===== config.mk =====
export PLATFORM = sky130hd
export DESIGN_NAME = output_off_sequencer
export DESIGN_NICKNAME = d
export VERILOG_FILES = /design/src/off_seq_pkg.sv /design/src/sync2.sv /design/src/tick_gen.sv /design/src/output_off_sequencer.sv
export VERILOG_INCLUDE_DIRS = /design/src
export SDC_FILE = /design/constraint.sdc
export NUM_CORES = 2
export LEC_CHECK = 0
export BUFFER_PORTS_ARGS = -buffer_cell sky130_fd_sc_hd__buf_2
export CORE_AREA = 2 2 226 450
export CTS_CLUSTER_SIZE = 20
export DETAILED_ROUTE_END_ITERATION = 12
export DIE_AREA = 0 0 228 452
export PLACE_DENSITY = 0.57
export SYNTH_ARGS = -nofsm -noshare
export SYNTH_HDL_FRONTEND = slang
export SYNTH_SLANG_ARGS = --single-unit

===== constraint.sdc =====
create_clock -name mclk_i -period 14.9 [get_ports mclk_i]
set_clock_uncertainty 0.2 [all_clocks]
set_input_delay 0 -clock mclk_i [delete_from_list [all_inputs] [get_ports mclk_i]]
set_output_delay 0 -clock mclk_i [all_outputs]
set_load 0.1 [all_outputs]

===== src/off_seq_params.svh =====
// offsets, reset values, field positions and timing constants of the output off sequencer
`ifndef OFF_SEQ_PARAMS_SVH
`define OFF_SEQ_PARAMS_SVH

// command codes of the setting registers
`define CMD_OUT_OV_ACT 8'h41
`define CMD_OUT_UV_ACT 8'h45
`define CMD_IN_OV_ACT 8'h56
`define CMD_TON_ACT 8'h63
`define CMD_OFF_WAIT 8'h64
`define CMD_OFF_RAMP 8'h65
`define CMD_OFF_WARN 8'h66
`define CMD_RETRY 8'hdb
`define CMD_HOLD 8'hdc

// reset values of the setting registers
`define RST_OUT_OV_ACT 8'hb8
`define RST_OUT_UV_ACT 8'hb8
`define RST_IN_OV_ACT 8'h80
`define RST_TON_ACT 8'hb8
`define RST_OFF_WAIT 16'h8000
`define RST_OFF_RAMP 16'hd200
`define RST_OFF_WARN 16'hf258
`define RST_RETRY 16'hfabc
`define RST_HOLD 16'hfbe8

// fields of the two-byte linear format
`define L11_EXP_MSB 15
`define L11_EXP_LSB 11
`define L11_MANT_MSB 10

// fields of the fault action byte
`define ACT_SHUT_MSB 7
`define ACT_SHUT_LSB 6
`define ACT_RETRY_MSB 5
`define ACT_RETRY_LSB 3

// channel configuration bit that drops the decay wait
`define CFG_DECAY_SKIP_BIT 0

// time base: one tick every 10 us at 250 MHz
`define TICK_TIME_US 10
`define MCLK_MHZ 250
`define TICK_CYCLES (`TICK_TIME_US * `MCLK_MHZ)

// limits of the timed settings, in their printed units
`define OFF_WAIT_MAX_MS 83000
`define RAMP_MIN_US 250
`define RAMP_MAX_MS 1300
`define RAMP_STEP_US 100
`define WARN_MIN_MS 120
`define WARN_MAX_MS 524000
`define HOLD_MIN_MS 136
`define HOLD_MAX_MS 65520
`define HOLD_RES_MS 16
`define RETRY_MIN_MS 120
`define RETRY_MAX_MS 83880

`endif


===== src/off_seq_pkg.sv =====
// types and value conversion helpers of the output off sequencer
`include "off_seq_params.svh"
package off_seq_pkg;

  // sequencer phases
  typedef enum logic [2:0] {ST_OFF, ST_ON, ST_OFF_DELAY, ST_FALL, ST_DECAY, ST_RETRY} seq_state_type;

  // complete state of the sequencer
  typedef struct packed {
    seq_state_type state;
    logic [7:0] act_out_ov;
    logic [7:0] act_out_uv;
    logic [7:0] act_in_ov;
    logic [7:0] act_ton;
    logic [15:0] t_off_wait;
    logic [15:0] t_off_ramp;
    logic [15:0] t_off_warn;
    logic [15:0] t_retry;
    logic [15:0] t_hold;
    logic [31:0] timer;
    logic [31:0] warn_cnt;
    logic [31:0] err;
    logic [11:0] level;
    logic [11:0] dac;
    logic [3:0] step_cnt;
    logic holding;
    logic [31:0] hold_sub;
    logic [31:0] hold_gran;
    logic run_prev;
    logic fault_off;
    logic gate_hiz;
    logic sink_en;
    logic start_pulse;
    logic toff_warn;
    logic sb_nota;
    logic sw_input;
    logic si_in_ov;
    logic [15:0] rd_data;
    logic unmapped;
  } off_seq_state_type;

  // linear value in ms to 10 us ticks, negative reads as zero, saturating
  function automatic logic [31:0] l11_to_ticks(input logic [15:0] v);
    logic [47:0] p;
    p = '0;
    if (!v[`L11_MANT_MSB]) begin
      p = {37'h0_0000_0000, v[`L11_MANT_MSB:0]} * 48'(1000 / `TICK_TIME_US);
    end
    if (!v[`L11_EXP_MSB]) begin
      p = p << v[`L11_EXP_MSB:`L11_EXP_LSB];
    end else begin
      p = p >> (5'h00 - v[`L11_EXP_MSB:`L11_EXP_LSB]);
    end
    return (|p[47:32]) ? 32'hffff_ffff : p[31:0];
  endfunction : l11_to_ticks

  // bound a tick count to a legal window
  function automatic logic [31:0] clamp_ticks(input logic [31:0] x, input logic [31:0] lo, input logic [31:0] hi);
    if (x < lo) begin
      return lo;
    end else if (x > hi) begin
      return hi;
    end
    return x;
  endfunction : clamp_ticks

endpackage : off_seq_pkg


===== src/sync2.sv =====
// two flip-flop synchroniser for a level from outside the clock domain
`timescale 1ns/100ps
`default_nettype none
module sync2 (
  // clock and reset
  input wire logic clk_i,
  input wire logic rst_n_i,
  // level in and synchronised level out
  input wire logic d_i,
  output logic q_o
);

  logic meta; // first stage, read only by the second

  // both stages clear under reset
  always_ff @(posedge clk_i or negedge rst_n_i) begin
    if (!rst_n_i) begin
      meta <= 1'b0;
      q_o <= 1'b0;
    end else begin
      meta <= d_i;
      q_o <= meta;
    end
  end

endmodule : sync2
`default_nettype wire


===== src/tick_gen.sv =====
// divider making a one-cycle time base enable pulse
`timescale 1ns/100ps
`default_nettype none
`include "off_seq_params.svh"
module tick_gen #(
  parameter int DIV = `TICK_CYCLES
) (
  // clock and reset
  input wire logic mclk_i,
  input wire logic rst_n_i,
  // one-cycle pulse every DIV cycles
  output logic tick_o
);

  localparam int CW = $clog2(DIV);

  // a single-cycle period would make the enable a constant level
  if (DIV < 2) begin : g_bad_div
    $error("tick_gen: DIV must be at least 2");
  end

  logic [CW-1:0] cnt; // cycles into the current period

  // wrap at DIV-1 and pulse on the wrap
  always_ff @(posedge mclk_i or negedge rst_n_i) begin
    if (!rst_n_i) begin
      cnt <= '0;
      tick_o <= 1'b0;
    end else if (cnt == CW'(DIV - 1)) begin
      cnt <= '0;
      tick_o <= 1'b1;
    end else begin
      cnt <= cnt + CW'(1);
      tick_o <= 1'b0;
    end
  end

endmodule : tick_gen
`default_nettype wire


===== src/output_off_sequencer.sv =====
// off sequence, enable pin hold, fault retry and fault action settings of one output channel
//
// Overview of operation
// off request waits programmed delay, up to 83 s
// faults are ignored during the off delay
// ramp reference to zero, then float gates
// ramp lasts at least 0.25 ms, at most 1.3 s
// ramp moves in 0.1 ms steps
// conduction mode kept during the ramp
// discontinuous mode never sinks load current during the ramp
// warn if output stays above 12.5 percent
// zero warn limit disables; else 120 ms-524 s
// pin falling edge: hold pin low, restart
// hold time 136 ms-65.52 s, 16 ms steps
// host programs hold above delay plus fall
// decay check keeps output off until decayed
// one retry interval, timed from fault detection
// retry interval 120 ms-83.88 s, 10 us steps
// retry waits longer of interval and decay
// input overvoltage sets status bits and alert
// four writable fault action bytes with defaults
// timed settings are two-byte linear values
// linear value: 11-bit mantissa, 5-bit exponent
`timescale 1ns/100ps
`default_nettype none
`include "off_seq_params.svh"
module output_off_sequencer #(
  parameter int TICK_DIV = `TICK_CYCLES
) (
  // clock and reset
  input wire logic mclk_i,
  input wire logic rst_n_i,
  // open-drain enable pin
  input wire logic enable_pin_i,
  output logic enable_pin_o,
  output logic enable_pin_oe_o,
  // channel control from the surrounding logic
  input wire logic op_on_i,
  input wire logic ccm_mode_i,
  input wire logic [11:0] vout_code_i,
  input wire logic [7:0] channel_config_word_i,
  // output below 12.5 percent comparator, asynchronous
  input wire logic vout_below_eighth_i,
  // fault detections, one-cycle pulses
  input wire logic in_ov_fault_i,
  input wire logic out_ov_fault_i,
  input wire logic out_uv_fault_i,
  input wire logic ton_max_fault_i,
  input wire logic clear_faults_i,
  // command port
  input wire logic cmd_wr_i,
  input wire logic cmd_rd_i,
  input wire logic [7:0] cmd_code_i,
  input wire logic [15:0] cmd_data_i,
  output logic [15:0] cmd_rd_data_o,
  output logic cmd_unmapped_o,
  // power stage side
  output logic [11:0] dac_ref_o,
  output logic gate_hiz_o,
  output logic sink_enable_o,
  output logic channel_on_o,
  output logic start_pulse_o,
  // status
  output logic toff_warn_o,
  output logic status_byte_nota_o,
  output logic status_word_input_o,
  output logic status_input_in_ov_o,
  output logic alert_o
);

  localparam logic [31:0] TPM = 32'(1000 / `TICK_TIME_US); // ticks per ms

  // state after reset: channel off, gates floating, settings at defaults
  localparam off_seq_pkg::off_seq_state_type RESET_VALUE = '{
    state: off_seq_pkg::ST_OFF,
    act_out_ov: `RST_OUT_OV_ACT,
    act_out_uv: `RST_OUT_UV_ACT,
    act_in_ov: `RST_IN_OV_ACT,
    act_ton: `RST_TON_ACT,
    t_off_wait: `RST_OFF_WAIT,
    t_off_ramp: `RST_OFF_RAMP,
    t_off_warn: `RST_OFF_WARN,
    t_retry: `RST_RETRY,
    t_hold: `RST_HOLD,
    gate_hiz: 1'b1,
    default: '0
  };

  logic rst_n_sync; // reset released in step with the clock
  logic run_s; // synchronised enable pin level
  logic below_s; // synchronised decay comparator
  logic tick; // 10 us time base enable

  off_seq_pkg::off_seq_state_type cur; // registered state
  off_seq_pkg::off_seq_state_type next_cur; // next state

  // decoded settings, in ticks, clock cycles or 16 ms hold granules
  logic [31:0] off_ticks;
  logic [31:0] ramp_ticks;
  logic [31:0] ramp_cycles;
  logic [31:0] warn_ticks;
  logic warn_on;
  logic [31:0] retry_ticks;
  logic [31:0] hold_grans;
  logic [31:0] warn_raw;

  // request and fault summaries
  logic on_req;
  logic decay_skip;
  logic [3:0] fault_vec;
  logic [3:0] shut_vec;
  logic [3:0] retry_vec;
  logic fault_shut;
  logic fault_retry;

  // reset release: assertion is immediate, release waits two edges
  sync2 u_rst_sync (
    .clk_i(mclk_i),
    .rst_n_i(rst_n_i),
    .d_i(1'b1),
    .q_o(rst_n_sync)
  );

  // the pin may be driven by anyone on the board
  sync2 u_run_sync (
    .clk_i(mclk_i),
    .rst_n_i(rst_n_sync),
    .d_i(enable_pin_i),
    .q_o(run_s)
  );

  // analog comparator, not tied to this clock
  sync2 u_below_sync (
    .clk_i(mclk_i),
    .rst_n_i(rst_n_sync),
    .d_i(vout_below_eighth_i),
    .q_o(below_s)
  );

  // all timers advance on this enable
  tick_gen #(
    .DIV(TICK_DIV)
  ) u_tick (
    .mclk_i(mclk_i),
    .rst_n_i(rst_n_sync),
    .tick_o(tick)
  );

  // settings decoded from the linear format into tick counts
  always_comb begin
    off_ticks = off_seq_pkg::clamp_ticks(off_seq_pkg::l11_to_ticks(cur.t_off_wait), 32'h0000_0000,
      32'(`OFF_WAIT_MAX_MS) * TPM);
    // short ramps are stretched rather than skipped, so the stage never slams off
    ramp_ticks = off_seq_pkg::clamp_ticks(off_seq_pkg::l11_to_ticks(cur.t_off_ramp),
      32'(`RAMP_MIN_US / `TICK_TIME_US), 32'(`RAMP_MAX_MS) * TPM);
    ramp_cycles = 32'(ramp_ticks * 32'(TICK_DIV));
    warn_raw = off_seq_pkg::l11_to_ticks(cur.t_off_warn);
    warn_on = (warn_raw != 32'h0000_0000);
    warn_ticks = off_seq_pkg::clamp_ticks(warn_raw, 32'(`WARN_MIN_MS) * TPM, 32'(`WARN_MAX_MS) * TPM);
    retry_ticks = off_seq_pkg::clamp_ticks(off_seq_pkg::l11_to_ticks(cur.t_retry),
      32'(`RETRY_MIN_MS) * TPM, 32'(`RETRY_MAX_MS) * TPM);
    // hold counts whole 16 ms granules, rounding up
    hold_grans = (off_seq_pkg::clamp_ticks(off_seq_pkg::l11_to_ticks(cur.t_hold),
      32'(`HOLD_MIN_MS) * TPM, 32'(`HOLD_MAX_MS) * TPM) + 32'(`HOLD_RES_MS) * TPM - 32'h0000_0001)
      / (32'(`HOLD_RES_MS) * TPM);
  end

  // requests and the fault action lookup
  always_comb begin
    on_req = run_s & op_on_i;
    decay_skip = channel_config_word_i[`CFG_DECAY_SKIP_BIT];
    fault_vec = {ton_max_fault_i, out_uv_fault_i, out_ov_fault_i, in_ov_fault_i};
    // action fields: nonzero response shuts down, nonzero retry field retries
    shut_vec[0] = fault_vec[0] & (|cur.act_in_ov[`ACT_SHUT_MSB:`ACT_SHUT_LSB]);
    shut_vec[1] = fault_vec[1] & (|cur.act_out_ov[`ACT_SHUT_MSB:`ACT_SHUT_LSB]);
    shut_vec[2] = fault_vec[2] & (|cur.act_out_uv[`ACT_SHUT_MSB:`ACT_SHUT_LSB]);
    shut_vec[3] = fault_vec[3] & (|cur.act_ton[`ACT_SHUT_MSB:`ACT_SHUT_LSB]);
    retry_vec[0] = shut_vec[0] & (|cur.act_in_ov[`ACT_RETRY_MSB:`ACT_RETRY_LSB]);
    retry_vec[1] = shut_vec[1] & (|cur.act_out_ov[`ACT_RETRY_MSB:`ACT_RETRY_LSB]);
    retry_vec[2] = shut_vec[2] & (|cur.act_out_uv[`ACT_RETRY_MSB:`ACT_RETRY_LSB]);
    retry_vec[3] = shut_vec[3] & (|cur.act_ton[`ACT_RETRY_MSB:`ACT_RETRY_LSB]);
    fault_shut = |shut_vec;
    fault_retry = |retry_vec;
  end

  // next state of the whole block
  always_comb begin
    next_cur = cur;
    next_cur.start_pulse = 1'b0;
    next_cur.unmapped = 1'b0;
    next_cur.run_prev = run_s;

    // command writes; byte settings take the low byte
    if (cmd_wr_i) begin
      case (cmd_code_i)
        `CMD_OUT_OV_ACT: next_cur.act_out_ov = cmd_data_i[7:0];
        `CMD_OUT_UV_ACT: next_cur.act_out_uv = cmd_data_i[7:0];
        `CMD_IN_OV_ACT: next_cur.act_in_ov = cmd_data_i[7:0];
        `CMD_TON_ACT: next_cur.act_ton = cmd_data_i[7:0];
        `CMD_OFF_WAIT: next_cur.t_off_wait = cmd_data_i;
        `CMD_OFF_RAMP: next_cur.t_off_ramp = cmd_data_i;
        `CMD_OFF_WARN: next_cur.t_off_warn = cmd_data_i;
        `CMD_RETRY: next_cur.t_retry = cmd_data_i;
        `CMD_HOLD: next_cur.t_hold = cmd_data_i;
        default: next_cur.unmapped = 1'b1; // unknown code, write dropped
      endcase
    end

    // command reads, answered on the next edge
    if (cmd_rd_i) begin
      case (cmd_code_i)
        `CMD_OUT_OV_ACT: next_cur.rd_data = {8'h00, cur.act_out_ov};
        `CMD_OUT_UV_ACT: next_cur.rd_data = {8'h00, cur.act_out_uv};
        `CMD_IN_OV_ACT: next_cur.rd_data = {8'h00, cur.act_in_ov};
        `CMD_TON_ACT: next_cur.rd_data = {8'h00, cur.act_ton};
        `CMD_OFF_WAIT: next_cur.rd_data = cur.t_off_wait;
        `CMD_OFF_RAMP: next_cur.rd_data = cur.t_off_ramp;
        `CMD_OFF_WARN: next_cur.rd_data = cur.t_off_warn;
        `CMD_RETRY: next_cur.rd_data = cur.t_retry;
        `CMD_HOLD: next_cur.rd_data = cur.t_hold;
        default: begin
          next_cur.rd_data = 16'h0000;
          next_cur.unmapped = 1'b1;
        end
      endcase
    end

    // status flags: a new fault beats a clear in the same cycle
    if (clear_faults_i) begin
      next_cur.sb_nota = 1'b0;
      next_cur.sw_input = 1'b0;
      next_cur.si_in_ov = 1'b0;
      next_cur.toff_warn = 1'b0;
    end
    if (in_ov_fault_i) begin
      next_cur.sb_nota = 1'b1;
      next_cur.sw_input = 1'b1;
      next_cur.si_in_ov = 1'b1;
    end

    // pin hold: our own drive cannot make a second falling edge
    if (cur.run_prev && !run_s && !cur.holding) begin
      next_cur.holding = 1'b1;
      next_cur.hold_sub = 32'h0000_0000;
      next_cur.hold_gran = 32'h0000_0000;
    end else if (cur.holding && tick) begin
      if (cur.hold_sub == 32'(`HOLD_RES_MS) * TPM - 32'h0000_0001) begin
        next_cur.hold_sub = 32'h0000_0000;
        next_cur.hold_gran = cur.hold_gran + 32'h0000_0001;
        if (cur.hold_gran + 32'h0000_0001 >= hold_grans) begin
          next_cur.holding = 1'b0;
        end
      end else begin
        next_cur.hold_sub = cur.hold_sub + 32'h0000_0001;
      end
    end

    // sequencer
    case (cur.state)
      off_seq_pkg::ST_OFF: begin
        next_cur.gate_hiz = 1'b1;
        next_cur.sink_en = 1'b0;
        next_cur.dac = 12'h000;
        // a latched-off fault needs an off request before a new start
        if (!on_req) begin
          next_cur.fault_off = 1'b0;
        end else if (!cur.holding && !cur.fault_off && (decay_skip || below_s)) begin
          next_cur.state = off_seq_pkg::ST_ON;
          next_cur.start_pulse = 1'b1;
          next_cur.gate_hiz = 1'b0;
          next_cur.sink_en = 1'b1;
          next_cur.dac = vout_code_i;
        end
      end
      off_seq_pkg::ST_ON: begin
        next_cur.dac = vout_code_i;
        next_cur.level = vout_code_i;
        next_cur.timer = 32'h0000_0000;
        if (fault_shut) begin
          next_cur.gate_hiz = 1'b1;
          next_cur.sink_en = 1'b0;
          next_cur.dac = 12'h000;
          next_cur.level = 12'h000;
          next_cur.fault_off = !fault_retry;
          next_cur.state = fault_retry ? off_seq_pkg::ST_RETRY : off_seq_pkg::ST_OFF;
        end else if (!on_req) begin
          next_cur.state = off_seq_pkg::ST_OFF_DELAY;
        end
      end
      off_seq_pkg::ST_OFF_DELAY: begin
        // fault inputs are not looked at here
        if (on_req) begin
          next_cur.state = off_seq_pkg::ST_ON;
        end else if (cur.timer >= off_ticks) begin
          next_cur.state = off_seq_pkg::ST_FALL;
          next_cur.timer = 32'h0000_0000;
          next_cur.err = 32'h0000_0000;
          next_cur.step_cnt = 4'h0;
          next_cur.sink_en = ccm_mode_i;
        end else if (tick) begin
          next_cur.timer = cur.timer + 32'h0000_0001;
        end
      end
      off_seq_pkg::ST_FALL: begin
        // sinking only in continuous mode; pulse skipping lets the load pull it down
        next_cur.sink_en = ccm_mode_i;
        // spread vout_code decrements evenly over the ramp cycles
        if (cur.err + 32'(vout_code_i) >= ramp_cycles) begin
          next_cur.err = cur.err + 32'(vout_code_i) - ramp_cycles;
          if (cur.level != 12'h000) begin
            next_cur.level = cur.level - 12'h001;
          end
        end else begin
          next_cur.err = cur.err + 32'(vout_code_i);
        end
        if (fault_shut) begin
          next_cur.gate_hiz = 1'b1;
          next_cur.sink_en = 1'b0;
          next_cur.dac = 12'h000;
          next_cur.level = 12'h000;
          next_cur.timer = 32'h0000_0000;
          next_cur.fault_off = !fault_retry;
          next_cur.state = fault_retry ? off_seq_pkg::ST_RETRY : off_seq_pkg::ST_OFF;
        end else if (tick) begin
          next_cur.timer = cur.timer + 32'h0000_0001;
          // the reference moves at 0.1 ms step boundaries and drops to zero when the ramp time is up
          if (cur.step_cnt == 4'(`RAMP_STEP_US / `TICK_TIME_US - 1)) begin
            next_cur.step_cnt = 4'h0;
            next_cur.dac = cur.level;
          end else begin
            next_cur.step_cnt = cur.step_cnt + 4'h1;
          end
          if (cur.timer + 32'h0000_0001 >= ramp_ticks) begin
            next_cur.dac = 12'h000;
            next_cur.level = 12'h000;
            next_cur.gate_hiz = 1'b1;
            next_cur.sink_en = 1'b0;
            next_cur.warn_cnt = 32'h0000_0000;
            next_cur.state = off_seq_pkg::ST_DECAY;
          end
        end
      end
      off_seq_pkg::ST_DECAY: begin
        // time the natural decay; without the decay check there is nothing to wait for
        if (decay_skip || below_s) begin
          next_cur.state = off_seq_pkg::ST_OFF;
        end else if (tick) begin
          next_cur.warn_cnt = cur.warn_cnt + 32'h0000_0001;
          if (warn_on && (cur.warn_cnt + 32'h0000_0001 == warn_ticks)) begin
            next_cur.toff_warn = 1'b1;
          end
        end
      end
      off_seq_pkg::ST_RETRY: begin
        next_cur.gate_hiz = 1'b1;
        next_cur.dac = 12'h000;
        if (!on_req) begin
          next_cur.state = off_seq_pkg::ST_OFF;
        end else if ((cur.timer >= retry_ticks) && (decay_skip || below_s)) begin
          next_cur.state = off_seq_pkg::ST_ON;
          next_cur.start_pulse = 1'b1;
          next_cur.gate_hiz = 1'b0;
          next_cur.sink_en = 1'b1;
          next_cur.dac = vout_code_i;
        end else if (tick && (cur.timer < retry_ticks)) begin
          next_cur.timer = cur.timer + 32'h0000_0001;
        end
      end
      default: begin
        next_cur.state = off_seq_pkg::ST_OFF;
      end
    endcase

    // the warning may also be set in the same cycle as a clear
    if (clear_faults_i && !(cur.state == off_seq_pkg::ST_DECAY && next_cur.toff_warn && !cur.toff_warn)) begin
      next_cur.toff_warn = 1'b0;
    end
  end

  // single state register
  always_ff @(posedge mclk_i or negedge rst_n_sync) begin
    if (!rst_n_sync) begin
      cur <= RESET_VALUE;
    end else begin
      cur <= next_cur;
    end
  end

  // outputs straight from the state register
  assign enable_pin_o = 1'b0; // open drain: only ever pulls low
  assign enable_pin_oe_o = cur.holding;
  assign cmd_rd_data_o = cur.rd_data;
  assign cmd_unmapped_o = cur.unmapped;
  assign dac_ref_o = cur.dac;
  assign gate_hiz_o = cur.gate_hiz;
  assign sink_enable_o = cur.sink_en;
  assign channel_on_o = (cur.state != off_seq_pkg::ST_OFF) && (cur.state != off_seq_pkg::ST_RETRY)
    && (cur.state != off_seq_pkg::ST_DECAY);
  assign start_pulse_o = cur.start_pulse;
  assign toff_warn_o = cur.toff_warn;
  assign status_byte_nota_o = cur.sb_nota;
  assign status_word_input_o = cur.sw_input;
  assign status_input_in_ov_o = cur.si_in_ov;
  assign alert_o = cur.sb_nota | cur.toff_warn;

endmodule : output_off_sequencer
`default_nettype wire


---- Word level (Yosys, flattened, before mapping) ----
Cells that the tools add are included.
storage, ports and cells
  input bits .............................. 57
  register bits ........................... 349
  word-level logic and storage cells ...... 338
cells by class
  $add $sub $neg .......................... 16
  multiplexer cells ....................... 126
  bitwise logic cells ..................... 10
  magnitude comparators ................... 16
  reductions and logical operators ........ 71
  equality and inequality tests ........... 44
  shift operators ......................... 10
  multipliers ............................. 6
  div/mod/pow operators ................... 1
operator list
  operator                                                                         count
  32-bit 2-to-1 mux                                                                36
  48-bit 2-to-1 mux                                                                5
  48-bit by 5-bit left shift with 48-bit output                                    5
  48-bit by 5-bit >> shifter with 48-bit output                                    5
  32-bit >= comparator                                                             5
  16-bit case mux with 9 select lines                                              1
  65-bit 2-to-1 mux                                                                2
  32-bit by 1-bit adder with 32-bit output (second input constant)                 4
  32-bit case mux with 2 select lines                                              2
  32-bit case mux with 4 select lines                                              1
  32-bit by 23-bit > comparator with 1-bit output (second input constant)          3
  32-bit by 14-bit less-than comparator with 1-bit output (second input constant)  3
  12-bit 2-to-1 mux                                                                8
  18-bit 2-to-1 mux                                                                5
  11-bit by 5-bit multiplier with 16-bit output (second input constant)            5
  16-bit OR reduction                                                              5
  24-bit 2-to-1 mux                                                                3
  64-bit 2-to-1 mux                                                                1
  3-bit 2-to-1 mux                                                                 19
  8-bit by 7-bit equality test with 1-bit output (second input constant)           7
  12-bit case mux with 4 select lines                                              1
  32-bit by 11-bit adder with 32-bit output (second input constant)                1
  32-bit by 12-bit adder with 32-bit output                                        1
  32-bit by 11-bit divider with 32-bit output (second input constant)              1
  other kinds (59)                                                                 171

---- Logic depth before layout (Yosys ltp) ----
  depth in word-level cells ............... 21
  depth in mapped cells ................... 91
  depth with buffers taken out ............ 85

---- By module ----
From an unflattened synthesis, not the netlist that was laid out.
unflattened totals
  cells, all modules ...................... 5668
  area, all modules ....................... 44534.0 um2
modules (own cells, without submodules)
  module                instances  cells each  area each (um2)  seq. area each (um2)
  output_off_sequencer  1          5610        43797.0          8269.2
  tick_gen              1          52          586.8            325.3
  sync2                 3          2           50.0             50.0

---- Worst setup path after synthesis ----
No wires, ideal clock.
  path type ............................... reg-to-reg
  start point ............................. register cur[221] in the netlist's numbering
  end point ............................... register cur, in the netlist enable_pin_oe_o
  setup slack ............................. -1.681 ns
  setup time .............................. 0.070 ns
  arrival time ............................ 16.311 ns
  cell stages (with the launch flop) ...... 86
  buffers on the path ..................... 3
  data required time ...................... 14.630 ns
  cells stage by stage .................... dfstp_2 ha_1 ha_1 inv_1 fa_1 inv_1 ha_1 buf_2 a21oi_1 nand2_1 o21ai_2 mux2_2 a211o_1 or2_0 o311a_1 a2111oi_4 nand4_1 nor4_1 (+50 left out) nand2b_1 a21oi_1 nor2b_1 o21ai_0 nand2b_1 a21oi_1 nor2b_1 o21ai_0 nand2b_1 a21oi_1 nor2b_1 o21ai_0 nand2b_1 a21oi_1 nor2_1 nor4_1 o21ai_0 nand2_1
between the ends
  cells in the longest elaborated chain, start to end .. 16
  elaborated cells on any way between the ends .. 19
ends and longest elaborated chain
  element                                                                                                                RTL line                              RTL
  start, declared                                                                                                        output_off_sequencer.sv:94            off_seq_pkg::off_seq_state_type cur;
  start signal, assigned                                                                                                 output_off_sequencer.sv:385           cur <= next_cur;
  11-bit by 5-bit multiplier with 16-bit output *                                                                        off_seq_pkg.sv:47                     p = {37'h0_0000_0000, v[`L11_MANT_MSB:0]} * 48'(1000 / `TICK_TIME_US);
  18-bit 2-to-1 mux *                                                                                                    off_seq_pkg.sv:46                     if (!v[`L11_MANT_MSB]) begin
  48-bit by 5-bit left shift with 48-bit output / 48-bit by 5-bit >> shifter with 48-bit output (equally long branches)  off_seq_pkg.sv:50, off_seq_pkg.sv:52
  48-bit 2-to-1 mux *                                                                                                    off_seq_pkg.sv:49                     if (!v[`L11_EXP_MSB]) begin
  16-bit OR reduction                                                                                                    off_seq_pkg.sv:54                     return (|p[47:32]) ? 32'hffff_ffff : p[31:0];
  32-bit 2-to-1 mux *                                                                                                    off_seq_pkg.sv:54
  32-bit by 23-bit > comparator with 1-bit output                                                                        off_seq_pkg.sv:61                     end else if (x > hi) begin
  1-bit 2-to-1 mux                                                                                                       off_seq_pkg.sv:61
  1-bit 2-to-1 mux                                                                                                       off_seq_pkg.sv:59                     if (x < lo) begin
  32-bit 2-to-1 mux *                                                                                                    off_seq_pkg.sv:64                     return x;
  32-bit by 11-bit adder with 32-bit output *                                                                            output_off_sequencer.sv:163           hold_grans = (off_seq_pkg::clamp_ticks(off_seq_pkg::l11_to_ticks(cur.t_hold),
  32-bit by 1-bit subtractor with 32-bit output *                                                                        output_off_sequencer.sv:163
  32-bit by 11-bit divider with 32-bit output *                                                                          output_off_sequencer.sv:163
  32-bit >= comparator *                                                                                                 output_off_sequencer.sv:250           if (cur.hold_gran + 32'h0000_0001 >= hold_grans) begin
  2-bit nonzero test (no line) *                                                                                         n/a
  3-bit AND reduction (no line) *                                                                                        n/a
Mark *: on every way between the ends. The rest lies on a longest branch, timed or not.
A chain may end at the register's enable or synchronous reset.

---- Worst setup path after layout ----
  start point ............................. register cur[218] in the netlist's numbering
  end point ............................... register cur, in the netlist enable_pin_oe_o
Same word-level chain as after synthesis.

==> out/qor.csv <==
metric,value,unit
cpPeakStageDelay,590,ps
synth_edf_count,0,
post-place-ws,-2090,ps
path_max_fanout,5,
crit_top_cell,o21ai_1,
worst-slew-pin-transition,1131,ps
firstDrtPassIters,6,
status,finished with violations,
postSynthAreaPerCell,7.875,um^2
final.period_utilization,1.101,
setup_viol,1,
port_buffers,88,
numCtsBuffers,39,
clk_pin_slew,70,ps
max_freq,60.95,MHz
postRouteAntennaNets,0,
synthFlopType,dfrtp_1,
ys_ff_latch,347,
worst_slack,-1506,ps
htreeDepth,2,
drtIter0Drc,2729,
die_w,228,um
finalCriticalPeriod,16410,ps
area_delta_synth_final,19.42,%
r2r_cells,88,
chipHeight,452,um
cp-start-kind,flop,
highest_layer,met5,
utilization,0.5334,
rsz0062_at_grt,true,
r2r-start,cur[218],
insertion_delay,610,ps
fp-row-count,164,
p_leak,25.30,nW
grt.overflow.total,0,
grt_max_degree,91,
post-synth-top-count-cell,nor2_1,
place_area,49970,um^2
synthArstFlopShare,1.000,
cts_tree,yes,
synthTopCellsByArea,"dfrtp_1 (17%), ha_1 (12%), o21ai_0 (4.7%)",
yosysWarnings,0,
timing.setup.critical_path_class,reg -> reg,
drive_gt1_frac,0.1982,
design_area,53200,um^2
hold_class,in -> async,
syn_inst,5657,
worstSetupEndpointType,flop,
antenna_found_initial,7,
violations,negative setup slack,
start_util,0.4467,
place.gp.congestion,1.039,
max_cap_viol_count,0,
grt_pass1_vias,45600,
hold_viol,0,
power.density,162.4,nW/um^2
r2r_slack,-1510,ps
r2r_end,enable_pin_oe_o,
nets,6805,
met3WireLength,6054,um
cts_sinks,347,
grt_pass1_wl,250200,um
slew_headroom,0.2458,
power,8.638,mW
vias_per_cell,5.939,
vias,45010,
synth_top_area_frac,0.1674,
yosys.area.top_type,dfrtp_1,
critPathArrivalTime,16720,ps
routed-wl-met2,83930,um
netlist_top_cells_count,"nor2_1 (500), nand2_1 (498), ha_1 (435)",
grt_usage,0.3049,
pin_count,97,
clk_path_buf_depth,3,
dp.cells,7393,
required,15210,ps
drc,0,
core_area,99730,um^2
dp_hpwl,126600,um
ir_worst_vdd,205.5,uV
synth_area,44550,um^2
die-area,103100,um^2
drv_slew,0,
synth.yosys.seq_area_share,0.1963,
setup_tns,-1506,ps
drt-total-wl,160000,um
cp_slowest_cell,dfstp_2,
wl_met1,55940,um
wire_per_inst,21.11,um
fin_cells,7579,
ys_types,132,
hold_ws,45.74,ps
clock-root-buffer,clkbuf_16,
-- layout by cell type, fill, tap and decap left out, types with 72 or more instances in the layout --
cell type	netlist	final
a21o_1	81	80
a21oi_1	380	357
a31oi_1	74	72
and3_1	100	99
buf_2	12	88
buf_4	33	587
conb_1	2	80
dfrtp_1	298	295
fa_1	96	96
ha_1	435	427
inv_1	399	398
mux2_2	170	169
mux2i_1	138	134
nand2_1	498	493
nand2b_1	84	84
nand3_1	145	144
nor2_1	500	489
nor2b_1	79	77
nor3_1	139	127
o21ai_0	418	397
xnor2_1	197	191
xor2_1	96	95
-- cell families (layout without fill, tap and decap cells) --
| family | Yosys count | in the layout | synth area share |
|---|---|---|---|
| other cells | 2 | 84 | 0.0001686 |
| flops | 347 | 347 | 0.1963 |
| mux | 319 | 319 | 0.07895 |
| compound gates | 1589 | 1589 | 0.2349 |
| simple gates | 1865 | 1865 | 0.2026 |
| fa+ha+maj | 533 | 533 | 0.1658 |
| buf+inv | 708 | 1220 | 0.06328 |
| xor+xnor | 294 | 294 | 0.05797 |
-- layer usage --
metal | track usage | vias up
li1 | - | 21410
met1 | 0.2984 | 21670
met2 | 0.5843 | 1322
met3 | 0.03175 | 613
met4 | 0.2318 | 2
met5 | 0 | -
-- registers in the layout, summed over array words and instances, names as in the netlist --
signal and flops:
cur 293, cmd_rd_data_o 16, dac_ref_o 12, u_tick.cnt 12, cmd_unmapped_o 1, enable_pin_oe_o 1, gate_hiz_o 1, sink_enable_o 1
start_pulse_o 1, status_byte_nota_o 1, toff_warn_o 1, u_below_sync.meta 1, u_below_sync.q_o 1, u_rst_sync.meta 1, u_rst_sync.q_o 1, u_run_sync.meta 1
u_run_sync.q_o 1, u_tick.tick_o 1
-- worst max-delay path: cells and delay by family, from the launching register on --
kind | cells | cell delay [ps]
XOR/XNOR | 2 | 300
multiplexers | 4 | 1220
flip-flops | 1 | 590
AND/OR/NAND/NOR | 28 | 4140
buffers and inverters | 8 | 1000
AO/OA/AOI/OAI | 40 | 7180
adder cells (fa/ha/maj) | 6 | 1690
-- repair_timing --
action,in CTS,in global routing
pin swaps,82,84
cloned,0,0
endpoints found under the hold margin,177,0
endpoints found under the setup margin,11,43
setup buffers,34,26
hold buffers,51,0
resized for setup,97,98
-- report_power, final --
part	internal, mW	total, mW	switching (mW)
Combinational	2.74	6.44	3.69
Sequential	1.03	1.15	0.117
Clock	0.607	1.05	0.445
-- how the worst max path moves through the flow --
stage	endpoint	slack, ps	from
after global placement	enable_pin_oe_o	-2040	cur[220]
final	enable_pin_oe_o	-1510	cur[218]
after CTS	enable_pin_oe_o	-1580	cur[218]
after detailed placement	enable_pin_oe_o	-2090	cur[218]
after floorplan	enable_pin_oe_o	-990	cur[221]
after global routing	enable_pin_oe_o	-2510	cur[220]
-- cell type report --
type | instances | area, um^2
Antenna cell | 4 | 10.01
Clock buffer | 52 | 1085
Clock inverter | 19 | 280.3
Fill cell | 9761 | 46530
Inverter | 409 | 1535
Multi-Input combinational cell | 4680 | 34330
Sequential cell | 347 | 8751
Tap cell | 1328 | 1662
Timing Repair Buffer | 740 | 5550
Note: power is estimated with default switching activity, not from simulation.
